`src/rtl/slsc_consts.svh`:
```
// offsets, field positions, reset values and factor codes of the sync control bank
`ifndef SLSC_CONSTS_SVH
`define SLSC_CONSTS_SVH

// register indexes; byte address is four times the index
`define SLSC_IDX_FORTY 8'h16
`define SLSC_IDX_SYNC_SEL 8'h36
`define SLSC_IDX_PLL 8'h37
`define SLSC_IDX_SE_EN 8'h3c
`define SLSC_IDX_SYSREF_MASK 8'h3e
`define SLSC_IDX_PAGE_CTRL 8'h40
`define SLSC_IDX_STATUS 8'h41

// field positions
`define SLSC_BIT_SE_SELECT 6
`define SLSC_BIT_SE_ENABLE 0
`define SLSC_BIT_PAGE_CTRL 0
`define SLSC_BIT_DIV_MASK 6
`define SLSC_BIT_OSC_MASK 5
`define SLSC_POS_PLL_LO 0
`define SLSC_POS_FORTY_LO 4

// reset values
`define SLSC_RST_BIT 1'b0
`define SLSC_RST_PLL 2'h0
`define SLSC_RST_FORTY 3'h0

// pll factor codes and the multipliers they select
`define SLSC_PLL_20X 2'h0
`define SLSC_PLL_16X 2'h1
`define SLSC_PLL_40X 2'h2
`define SLSC_PLL_80X 2'h3
`define SLSC_MULT_20X 7'h14
`define SLSC_MULT_16X 7'h10
`define SLSC_MULT_40X 7'h28
`define SLSC_MULT_80X 7'h50

// forty-times configuration values
`define SLSC_FORTY_ON 3'h7
`define SLSC_FORTY_OFF 3'h0

`endif

```
`src/rtl/slsc_pkg.sv`:
```
// types shared by the sync control bank
package slsc_pkg;

   // pins from the link side, all asynchronous
   typedef struct packed {
      logic syncb_diff;
      logic aux_pin_four;
      logic sysref;
   } slsc_pins_t;

   // one-cycle sysref reset pulses toward the datapath
   typedef struct packed {
      logic clkdiv_rst;
      logic nco_rst;
      logic lmfc_rst;
   } slsc_sync_out_t;

   // bus handshake states, one-hot
   typedef enum logic [1:0] {
      ST_IDLE = 2'b01,
      ST_ACK = 2'b10
   } slsc_bus_state_t;

endpackage

```
`src/rtl/slsc_sync2.sv`:
```
// two-flop synchroniser for asynchronous pin inputs
`timescale 1ns/10ps
module slsc_sync2
#(
   parameter int W = 1
)
(
   input wire logic clk,
   input wire logic rst,
   input wire logic [W-1:0] d,
   output logic [W-1:0] q
);

   logic [W-1:0] meta_q;
   logic [W-1:0] sync_q;

   // first stage feeds only the second stage
   always_ff @(posedge clk or posedge rst)
   begin
      if (rst)
      begin
         meta_q <= '0;
         sync_q <= '0;
      end
      else
      begin
         meta_q <= d;
         sync_q <= meta_q;
      end
   end

   assign q = sync_q;

endmodule // slsc_sync2

```
`src/rtl/slsc_regs.sv`:
```
// serial-link sync control register bank with avalon-mm slave
//
// Register access over Avalon-MM was decided locally.
`timescale 1ns/10ps
`include "slsc_consts.svh"
module slsc_regs
(
   input wire logic ref_clk,
   input wire logic sys_rst,
   input wire logic [9:0] avs_address,
   input wire logic avs_read,
   input wire logic avs_write,
   input wire logic [31:0] avs_writedata,
   input wire logic [3:0] avs_byteenable,
   output logic [31:0] avs_readdata,
   output logic avs_waitrequest,
   input wire slsc_pkg::slsc_pins_t link_pins,
   output logic syncb_to_link,
   output logic [1:0] pll_factor,
   output logic [6:0] pll_mult,
   output slsc_pkg::slsc_sync_out_t sysref_resets
);
   import slsc_pkg::*;

   ////////////////////////////////////////////////////////////////////////////
   // declarations

   slsc_bus_state_t state_q;
   logic wait_q;
   logic [31:0] rdata_q;
   logic [7:0] rd_d;
   logic [7:0] idx;
   logic wr_fire;
   logic se_select_q;
   logic se_enable_q;
   logic page_ctrl_q;
   logic [1:0] pll_factor_q;
   logic [2:0] forty_cfg_q;
   logic div_mask_q;
   logic osc_mask_q;
   slsc_pins_t pins_s;
   logic se_active;
   logic syncb_q;
   logic [1:0] settle_q;
   logic sysref_dly_q;
   logic sysref_rise;
   logic clkdiv_rst_q;
   logic nco_rst_q;
   logic lmfc_rst_q;
   logic [6:0] pll_mult_q;
   logic cfg_bad;

   assign idx = avs_address[9:2];

   ////////////////////////////////////////////////////////////////////////////
   // bus handshake: every access sees exactly one wait cycle

   always_ff @(posedge ref_clk or posedge sys_rst)
   begin
      if (sys_rst)
      begin
         state_q <= ST_IDLE;
         wait_q <= 1'b1;
      end
      else
      begin
         case (state_q)
            ST_IDLE:
            begin
               if (avs_read || avs_write)
               begin
                  state_q <= ST_ACK;
                  wait_q <= 1'b0;
               end
            end
            ST_ACK:
            begin
               state_q <= ST_IDLE;
               wait_q <= 1'b1;
            end
            default:
            begin
               state_q <= ST_IDLE;
               wait_q <= 1'b1;
            end
         endcase
      end
   end

   // writes land only at the edge where waitrequest is seen low
   assign wr_fire = avs_write && (state_q == ST_ACK) && avs_byteenable[0];

   // read data captured a cycle early, held through the completing edge
   always_ff @(posedge ref_clk or posedge sys_rst)
   begin
      if (sys_rst)
      begin
         rdata_q <= 32'h0000_0000;
      end
      else if (avs_read && state_q == ST_IDLE)
      begin
         rdata_q <= {24'h00_0000, rd_d};
      end
   end

   // read mux; reserved bits and unmapped indexes read zero
   always_comb
   begin
      rd_d = 8'h00;
      case (idx)
         `SLSC_IDX_FORTY: rd_d[`SLSC_POS_FORTY_LO +: 3] = forty_cfg_q;
         `SLSC_IDX_SYNC_SEL: rd_d[`SLSC_BIT_SE_SELECT] = se_select_q;
         `SLSC_IDX_PLL: rd_d[`SLSC_POS_PLL_LO +: 2] = pll_factor_q;
         `SLSC_IDX_SE_EN: rd_d[`SLSC_BIT_SE_ENABLE] = se_enable_q;
         `SLSC_IDX_SYSREF_MASK:
         begin
            rd_d[`SLSC_BIT_DIV_MASK] = div_mask_q;
            rd_d[`SLSC_BIT_OSC_MASK] = osc_mask_q;
         end
         `SLSC_IDX_PAGE_CTRL: rd_d[`SLSC_BIT_PAGE_CTRL] = page_ctrl_q;
         `SLSC_IDX_STATUS: rd_d[3:0] = {cfg_bad, pins_s.sysref, syncb_q, se_active};
         default: rd_d = 8'h00;
      endcase
   end

   ////////////////////////////////////////////////////////////////////////////
   // control registers; reserved bits are dropped, not stored

   always_ff @(posedge ref_clk or posedge sys_rst)
   begin
      if (sys_rst)
      begin
         se_select_q <= `SLSC_RST_BIT;
         se_enable_q <= `SLSC_RST_BIT;
         page_ctrl_q <= `SLSC_RST_BIT;
         pll_factor_q <= `SLSC_RST_PLL;
         forty_cfg_q <= `SLSC_RST_FORTY;
         div_mask_q <= `SLSC_RST_BIT;
         osc_mask_q <= `SLSC_RST_BIT;
      end
      else if (wr_fire)
      begin
         case (idx)
            `SLSC_IDX_FORTY: forty_cfg_q <= avs_writedata[`SLSC_POS_FORTY_LO +: 3];
            `SLSC_IDX_SYNC_SEL: se_select_q <= avs_writedata[`SLSC_BIT_SE_SELECT];
            `SLSC_IDX_PLL: pll_factor_q <= avs_writedata[`SLSC_POS_PLL_LO +: 2];
            `SLSC_IDX_SE_EN: se_enable_q <= avs_writedata[`SLSC_BIT_SE_ENABLE];
            `SLSC_IDX_SYSREF_MASK:
            begin
               div_mask_q <= avs_writedata[`SLSC_BIT_DIV_MASK];
               osc_mask_q <= avs_writedata[`SLSC_BIT_OSC_MASK];
            end
            `SLSC_IDX_PAGE_CTRL: page_ctrl_q <= avs_writedata[`SLSC_BIT_PAGE_CTRL];
            default: page_ctrl_q <= page_ctrl_q;
         endcase
      end
   end

   ////////////////////////////////////////////////////////////////////////////
   // pin synchronisers; sysref edges are only seen after two flops

   slsc_sync2 #(.W(3)) u_pin_sync
   (
      .clk(ref_clk),
      .rst(sys_rst),
      .d(link_pins),
      .q(pins_s)
   );

   ////////////////////////////////////////////////////////////////////////////
   // syncb source select

   // select alone does nothing until enable and page control are set
   assign se_active = se_select_q && se_enable_q && page_ctrl_q;

   // syncb holds its idle level until the synchronisers carry real pin samples;
   // their reset value of zero would otherwise read as a sync request
   always_ff @(posedge ref_clk or posedge sys_rst)
   begin
      if (sys_rst)
      begin
         settle_q <= 2'b00;
      end
      else
      begin
         settle_q <= {settle_q[0], 1'b1};
      end
   end

   // differential input is not looked at while aux source is active
   always_ff @(posedge ref_clk or posedge sys_rst)
   begin
      if (sys_rst)
      begin
         syncb_q <= 1'b1;
      end
      else if (settle_q[1])
      begin
         syncb_q <= se_active ? pins_s.aux_pin_four : pins_s.syncb_diff;
      end
   end

   ////////////////////////////////////////////////////////////////////////////
   // pll factor decode

   always_ff @(posedge ref_clk or posedge sys_rst)
   begin
      if (sys_rst)
      begin
         pll_mult_q <= `SLSC_MULT_20X;
      end
      else
      begin
         case (pll_factor_q)
            `SLSC_PLL_20X: pll_mult_q <= `SLSC_MULT_20X;
            `SLSC_PLL_16X: pll_mult_q <= `SLSC_MULT_16X;
            `SLSC_PLL_40X: pll_mult_q <= `SLSC_MULT_40X;
            `SLSC_PLL_80X: pll_mult_q <= `SLSC_MULT_80X;
            default: pll_mult_q <= `SLSC_MULT_20X;
         endcase
      end
   end

   // flags a forty-times field that does not suit the chosen factor
   always_comb
   begin
      case (pll_factor_q)
         `SLSC_PLL_40X: cfg_bad = (forty_cfg_q != `SLSC_FORTY_ON);
         `SLSC_PLL_16X: cfg_bad = 1'b0;
         default: cfg_bad = (forty_cfg_q != `SLSC_FORTY_OFF);
      endcase
   end

   ////////////////////////////////////////////////////////////////////////////
   // sysref edge and masked reset pulses

   always_ff @(posedge ref_clk or posedge sys_rst)
   begin
      if (sys_rst)
      begin
         sysref_dly_q <= 1'b0;
      end
      else
      begin
         sysref_dly_q <= pins_s.sysref;
      end
   end

   // only a low-to-high move counts; a held level fires once
   assign sysref_rise = pins_s.sysref && !sysref_dly_q;

   always_ff @(posedge ref_clk or posedge sys_rst)
   begin
      if (sys_rst)
      begin
         clkdiv_rst_q <= 1'b0;
         nco_rst_q <= 1'b0;
         lmfc_rst_q <= 1'b0;
      end
      else
      begin
         clkdiv_rst_q <= sysref_rise && !div_mask_q;
         nco_rst_q <= sysref_rise && !osc_mask_q;
         lmfc_rst_q <= sysref_rise && !osc_mask_q;
      end
   end

   ////////////////////////////////////////////////////////////////////////////
   // outputs

   assign avs_waitrequest = wait_q;
   assign avs_readdata = rdata_q;
   assign syncb_to_link = syncb_q;
   assign pll_factor = pll_factor_q;
   assign pll_mult = pll_mult_q;
   assign sysref_resets = '{clkdiv_rst: clkdiv_rst_q, nco_rst: nco_rst_q, lmfc_rst: lmfc_rst_q};
endmodule // slsc_regs

```
`config.mk`:
```
export PLATFORM = sky130hd
export DESIGN_NAME = slsc_regs
export DESIGN_NICKNAME = d
export VERILOG_FILES = /design/src/rtl/slsc_pkg.sv /design/src/rtl/slsc_sync2.sv /design/src/rtl/slsc_regs.sv
export VERILOG_INCLUDE_DIRS = /design/src /design/src/rtl
export SDC_FILE = /design/constraint.sdc
export NUM_CORES = 1
export LEC_CHECK = 0
export BUFFER_PORTS_ARGS = -buffer_cell sky130_fd_sc_hd__buf_2
export CAP_MARGIN = 20
export CORE_MARGIN = 4
export CORE_UTILIZATION = 48
export CTS_BUF_LIST = sky130_fd_sc_hd__clkbuf_4 sky130_fd_sc_hd__clkbuf_8
export DETAILED_ROUTE_END_ITERATION = 16
export PLACE_DENSITY_LB_ADDON = 0.15
export SLEW_MARGIN = 20
export SYNTH_ARGS = -nofsm -noshare
export SYNTH_HDL_FRONTEND = slang
export SYNTH_SLANG_ARGS = --single-unit
```
`constraint.sdc`:
```
create_clock -name ref_clk -period 2.8 [get_ports ref_clk]
set_input_delay 0.28 -clock ref_clk [delete_from_list [all_inputs] [get_ports ref_clk]]
set_output_delay 0.28 -clock ref_clk [all_outputs]
set_load 0.01 [all_outputs]
```
==> flow_summary.ini, run 1 <==
[yosys]
ys.flop_type = dfrtp_1
synth-edff-count = 0
synth_common_cells = buf_4 (33), dfrtp_1 (31), mux2_2 (8), inv_1 (7), nand2_1 (7)
ys_seq_area_share_pct = 51.46
async_flop_share_pct = 100.0
synth-seq-cells = 35
ys_types = 38
yosysTopAreaCell = dfrtp_1
synth_top_area_share_pct = 45.32
ys.warnings.count = 0
postSynthCellCount = 146
avgSynthCellArea_um2 = 11.72
syn_area_um2 = 1712
synth_area_leaders = dfrtp_1 (45%), buf_4 (14%), dfstp_2 (6.1%)
yosysMostFrequentCell = buf_4

[routing]
first_pass_iters = 4
routed_wl_um = 3012
wl_per_cell_um = 12.93
drt-initial-drc-count = 66
vias_per_cell = 4.828
ant_nets = 0
drcViolationCount = 0
dr_total_vias = 1125

[global_route]
gr-usage-all-layers_pct = 14.80
grt_max_degree = 36
antenna_found_initial = 0
overflow = 0
grt_pass1_vias = 1068
grt_first_pass_wirelength_um = 4885

[worst_setup_path]
critical_path_class = register to register
max_stage_delay_ns = 0.57
critPathSlowestCell = dfstp_2
crit_path_end_kind = register
reg2reg_to = osc_mask_q
path_max_fanout = 6
reg2reg_from = state_q[0]
critPathLaunchType = register
crit_required_ns = 3.03
worst_r2r_path_depth = 3
crit_chain = and4b_1 -> nand4_1 -> mux2_2
regToRegSetupSlack_ns = 1.31
arrival_ns = 1.71

[timing]
finalHoldViolCount = 0
clock.fmax_mhz = 672.6
rsz0062_at_grt = false
fin_crit_ns = 1.487
skew_ns = 0.008770
tns_ns = 0
period_share_pct = 53.10
slew_viol_final = 0
finalSetupViolCount = 0

[placement]
port_buffers = 39
placed_area_um2 = 1822
dpl.hpwl_um = 2354
gp_congestion = 0.7872

[clocking]
cts_sinks = 35
clk_latency_ns = 0.33
cts_made_buffers = 5
clk_pin_slew_ns = 0.10
cts-htree-levels = 2
post_cts_resized = 0
cts_setup_buffers = 0
root_buffer = clkbuf_4
tritoncts = done
cts_buffer_depth = 2
ctsHoldBuffers = 0

[run]
cap_viol_max_count = 0

[final_layout]
num-fill-cells = 312
regArea_um2 = 880.8
area_growth_pct = 10.67
nets = 243
final_area_um2 = 1894
multiInputGateArea_um2 = 654.4
drive_gt1_share_pct = 35.83
n_antenna_cell = 0

[floorplanning]
fp.dieH_um = 67.72
ios = 99
initial_core_util_pct = 50.50
core-area_um2 = 3390
die_w_um = 67.72
rows = 21
die-area_um2 = 4585

[pwr]
leakage_nw = 1.005
vdd.ir_drop.worst_v = 0.0002922
powerDensity_nw_per_um2 = 547.9

[outcome]
status = finished, final reports clean

[hold_path]
hold_path_class = primary input to async pin
worst max-delay path by stage:
stage | endpoint | cells after the start | slack, ns | from
floorplan | div_mask_q | 4 | 1.34 | state_q[0]
global placement | osc_mask_q | 3 | 1.35 | state_q[0]
detailed placement | div_mask_q | 3 | 1.33 | state_q[0]
CTS | div_mask_q | 3 | 1.31 | state_q[0]
global route | osc_mask_q | 3 | 1.25 | state_q[0]
finish | osc_mask_q | 3 | 1.31 | state_q[0]
layer usage:
metal | track usage, % | wire length (um) | up-vias | part of all wire [%]
met2 | 23.45 | 1431 | 47 | 48
met4 | 7.595 | 65 | 0 | 2.2
li1 | - | - | 527 | -
met1 | 18.10 | 1249 | 543 | 41
met3 | 4.493 | 266 | 8 | 8.8
met5 | 0 | 0 | - | 0
final cells by class:
type                    instances  share of cell area, %
inverters                       7                  1.387
multi-input cells              97                  34.54
flip-flops and latches         35                  46.50
clock buffers                   8                  3.831
well taps                      46                  3.038
repair buffers                 40                  10.70
report_power, final:
group / leakage [nW] / switching (mW) / internal [mW]
Clock: 0.0420 / 0.157 / 0.157
Combinational: 0.515 / 0.0958 / 0.0582
Sequential: 0.448 / 0.0239 / 0.545
kinds of logic (layout without fill, tap and decap cells):
| kind of cell | after synthesis | after routing | synth area share [%] |
|---|---|---|---|
| buffers and inverters | 40 | 55 | 16.01 |
| and+or+nand+nor | 39 | 39 | 15.42 |
| DFF | 35 | 35 | 51.46 |
| AOI/OAI and AO/OA | 14 | 14 | 5.995 |
| muxes | 12 | 12 | 7.749 |
| adders and majority gates | 4 | 4 | 2.924 |
| other | 2 | 28 | 0.4388 |
layout by cell type (no fill, tap or decap), types with 5 or more instances in the layout:
cell type and instances:
buf_2 39, dfrtp_1 31, conb_1 28, mux2_2 8
inv_1 7, nand2_1 7, clkbuf_4 6, nor2_1 5
nand4_1 5, nand3_1 5
sequential cells by signal, indices dropped and copies added (netlist names):
name               cells
page_ctrl_q            1
pll_factor             2
osc_mask_q             1
lmfc_rst_q             1
se_select_q            1
pll_mult               4
se_enable_q            1
div_mask_q             1
settle_q               2
clkdiv_rst_q           1
sysref_dly_q           1
avs_readdata           7
u_pin_sync.q           3
forty_cfg_q            3
u_pin_sync.meta_q      3
syncb_to_link          1
state_q                2
worst max-delay path: cells and delay by family, from the launching register on:
family,cells,cell delay [ns]
DFF,1,0.57
muxes,1,0.35
and+or+nand+nor,2,0.47
metrics by stage:
stage | setup WS [ns] | std cells | power [mW] | util, % | hold WS, ns
after global placement | 1.354 | 225 | 0.7264 | 53.75 | 0.3343
final | 1.313 | 233 | 1.038 | 55.89 | 0.01272
after CTS | 1.305 | 233 | 1.051 | 55.89 | 0.01790
after floorplan | 1.344 | 172 | 0.7033 | - | 0.3114
after detailed placement | 1.327 | 225 | 0.7323 | 53.75 | 0.3371
after global routing | 1.251 | 233 | 1.101 | 55.89 | 0.02804
(Power assumes the default switching activity.)
==> inputs of run 2 (changes only) <==
--- a/config.mk
+++ b/config.mk
@@ -9,7 +9,7 @@
 export BUFFER_PORTS_ARGS = -buffer_cell sky130_fd_sc_hd__buf_2
 export CAP_MARGIN = 20
 export CORE_MARGIN = 4
-export CORE_UTILIZATION = 48
+export CORE_UTILIZATION = 41
 export CTS_BUF_LIST = sky130_fd_sc_hd__clkbuf_4 sky130_fd_sc_hd__clkbuf_8
 export DETAILED_ROUTE_END_ITERATION = 16
 export PLACE_DENSITY_LB_ADDON = 0.15
==> constraint.sdc (replaced) <==
create_clock -name ref_clk -period 1.3 [get_ports ref_clk]
set_input_delay 0.13 -clock ref_clk [delete_from_list [all_inputs] [get_ports ref_clk]]
set_output_delay 0.13 -clock ref_clk [all_outputs]
set_load 0.01 [all_outputs]
==> flow_summary.ini, run 2 (synthesis gave the netlist of run 1 again) <==
[outcome]
status = finished with violations
failed_checks = setup timing

[final_layout]
nets = 256
num-fill-cells = 380
drive_gt1_share_pct = 42.50
final_cell_mix = buf_2 (40), dfrtp_1 (31), conb_1 (28)
final_core_util_pct = 52.21
regArea_um2 = 880.8
layout_commonest_cell = buf_2
multiInputGateArea_um2 = 729.5
area_growth_pct = 22.88
largest_reg_flops = 7
n_antenna_cell = 0
final_area_um2 = 2103

[pwr]
powerDensity_nw_per_um2 = 1186
switchingPower_mw = 0.6567
p_clk_share_pct = 30.9
leakage_nw = 1.088
p_sw_share_pct = 26.33
vdd.ir_drop.worst_v = 0.0007181
intPower_mw = 1.837
p_comb_share_pct = 20.3
power_mw = 2.494
seqPwrFrac_pct = 48.8

[timing]
rsz0062_at_grt = true
worst_slack_ns = -0.07827
slew_viol_final = 0
hold_slack_ns = 0.09012
clock.fmax_mhz = 725.5
period_share_pct = 106.0
skew_ns = 0.004443
finalSetupViolCount = 13
fin_crit_ns = 1.378
finalHoldViolCount = 0

[worst_setup_path]
crit_path_end_kind = register
arrival_ns = 1.54
crit_chain = and4b_4 -> nand4_1 -> mux2_2
max_stage_delay_ns = 0.55
path_max_fanout = 6
crit_required_ns = 1.47
reg2reg_from = state_q[0]
cp-startpoint = state_q[0]
critical_path_class = register to register
critPathLaunchType = register
critPathSlowestCell = dfstp_2

[floorplanning]
fp.dieH_um = 72.61
initial_core_util_pct = 42.48
die_w_um = 72.61
ios = 99
rows = 23
core-area_um2 = 4029
die-area_um2 = 5272

[routing]
vias_per_cell = 4.552
ant_nets = 0
wl_per_cell_um = 13.26
routed_wl_um = 3315
first_pass_iters = 4
drcViolationCount = 0
drt-initial-drc-count = 48
dr_total_vias = 1138

[clocking]
cts_setup_buffers = 0
root_buffer = clkbuf_8
cts-htree-levels = 2
cts_sinks = 35
tritoncts = done
cts_buffer_depth = 2
clk_pin_slew_ns = 0.06
clk_latency_ns = 0.28
cts_made_buffers = 5

[placement]
placed_area_um2 = 1911
port_buffers = 39
gp_congestion = 0.8367
dpl.hpwl_um = 2562

[global_route]
grt_max_degree = 36
antenna_found_initial = 0
grt_pass1_vias = 1144
gr-usage-all-layers_pct = 13.59
overflow = 0
grt_first_pass_wirelength_um = 5513

[run]
cap_viol_max_count = 0

[hold_path]
hold_path_class = primary input to register
hp-start = avs_write
## run 2: changes by cell type in the layout (fill, tap and decap cells not counted), sizes merged
cell	previous run	this run
buf	40	49
dlygate4sd3	0	4
clkbuf	8	7
clkinv	0	1
## run 2: power groups by stage
stage               clock [mW]  combinational [mW]  sequential [mW]
floorplan                    0               0.269             1.25
global placement             0               0.437             1.23
detailed placement           0               0.444             1.23
CTS                      0.804               0.467             1.21
global route             0.851               0.558             1.23
finish                   0.771               0.506             1.22
## run 2: critical path: cells and delay by family, from the launching register on
kind	cells	cell delay, ns
AND/OR/NAND/NOR	2	0.38
flip-flops	1	0.55
multiplexers	1	0.34
## run 2: cell type report
class | instances | share of cell area [%]
clock buffer | 7 | 3.986
sequential | 35 | 41.88
timing repair buffer | 53 | 14.99
inverter | 7 | 1.249
tap | 50 | 2.974
multi-input combinational | 97 | 34.68
clock inverter | 1 | 0.2380
## run 2: per-stage QoR
step / setup TNS [ns] / cells / setup WS, ns
2_1_floorplan: -1.128 / 172 / -0.1242
3_3_place_gp: -1.335 / 237 / -0.1391
3_5_place_dp: -1.490 / 237 / -0.1416
4_1_cts: -0.5484 / 249 / -0.07505
5_1_grt: -1.248 / 250 / -0.1525
6_report: -0.5989 / 250 / -0.07827
## run 2: what timing repair did
item,4_1_cts,5_1_grt
setup endpoints to repair,14,16
gates cloned,0,1
hold endpoints to repair,34,0
hold buffers,4,0
pin swaps,5,3
resized for setup,5,9
## run 2: worst paths after layout
check | slack (ns) | to | depth (start not counted)
worst max-delay path | -0.08 | div_mask_q | 3
worst min-delay path | 0.09 | state_q[1] | 2
worst max register to register | -0.08 | div_mask_q | 3
worst min register to register | 0.35 | u_pin_sync.q[1] | 0
max in group asynchronous | 0.47 | pll_mult[2] | 4
min in group asynchronous | 0.48 | u_pin_sync.meta_q[0] | 4
## run 2: routing by layer
| layer | share of wire, % | up-vias | track usage, % |
|---|---|---|---|
| met3 | 7.8 | 10 | 5.234 |
| met1 | 41 | 531 | 17.05 |
| met5 | 0 | - | 0 |
| met2 | 49 | 44 | 20.74 |
| met4 | 2.1 | 0 | 6.148 |
| li1 | - | 553 | - |
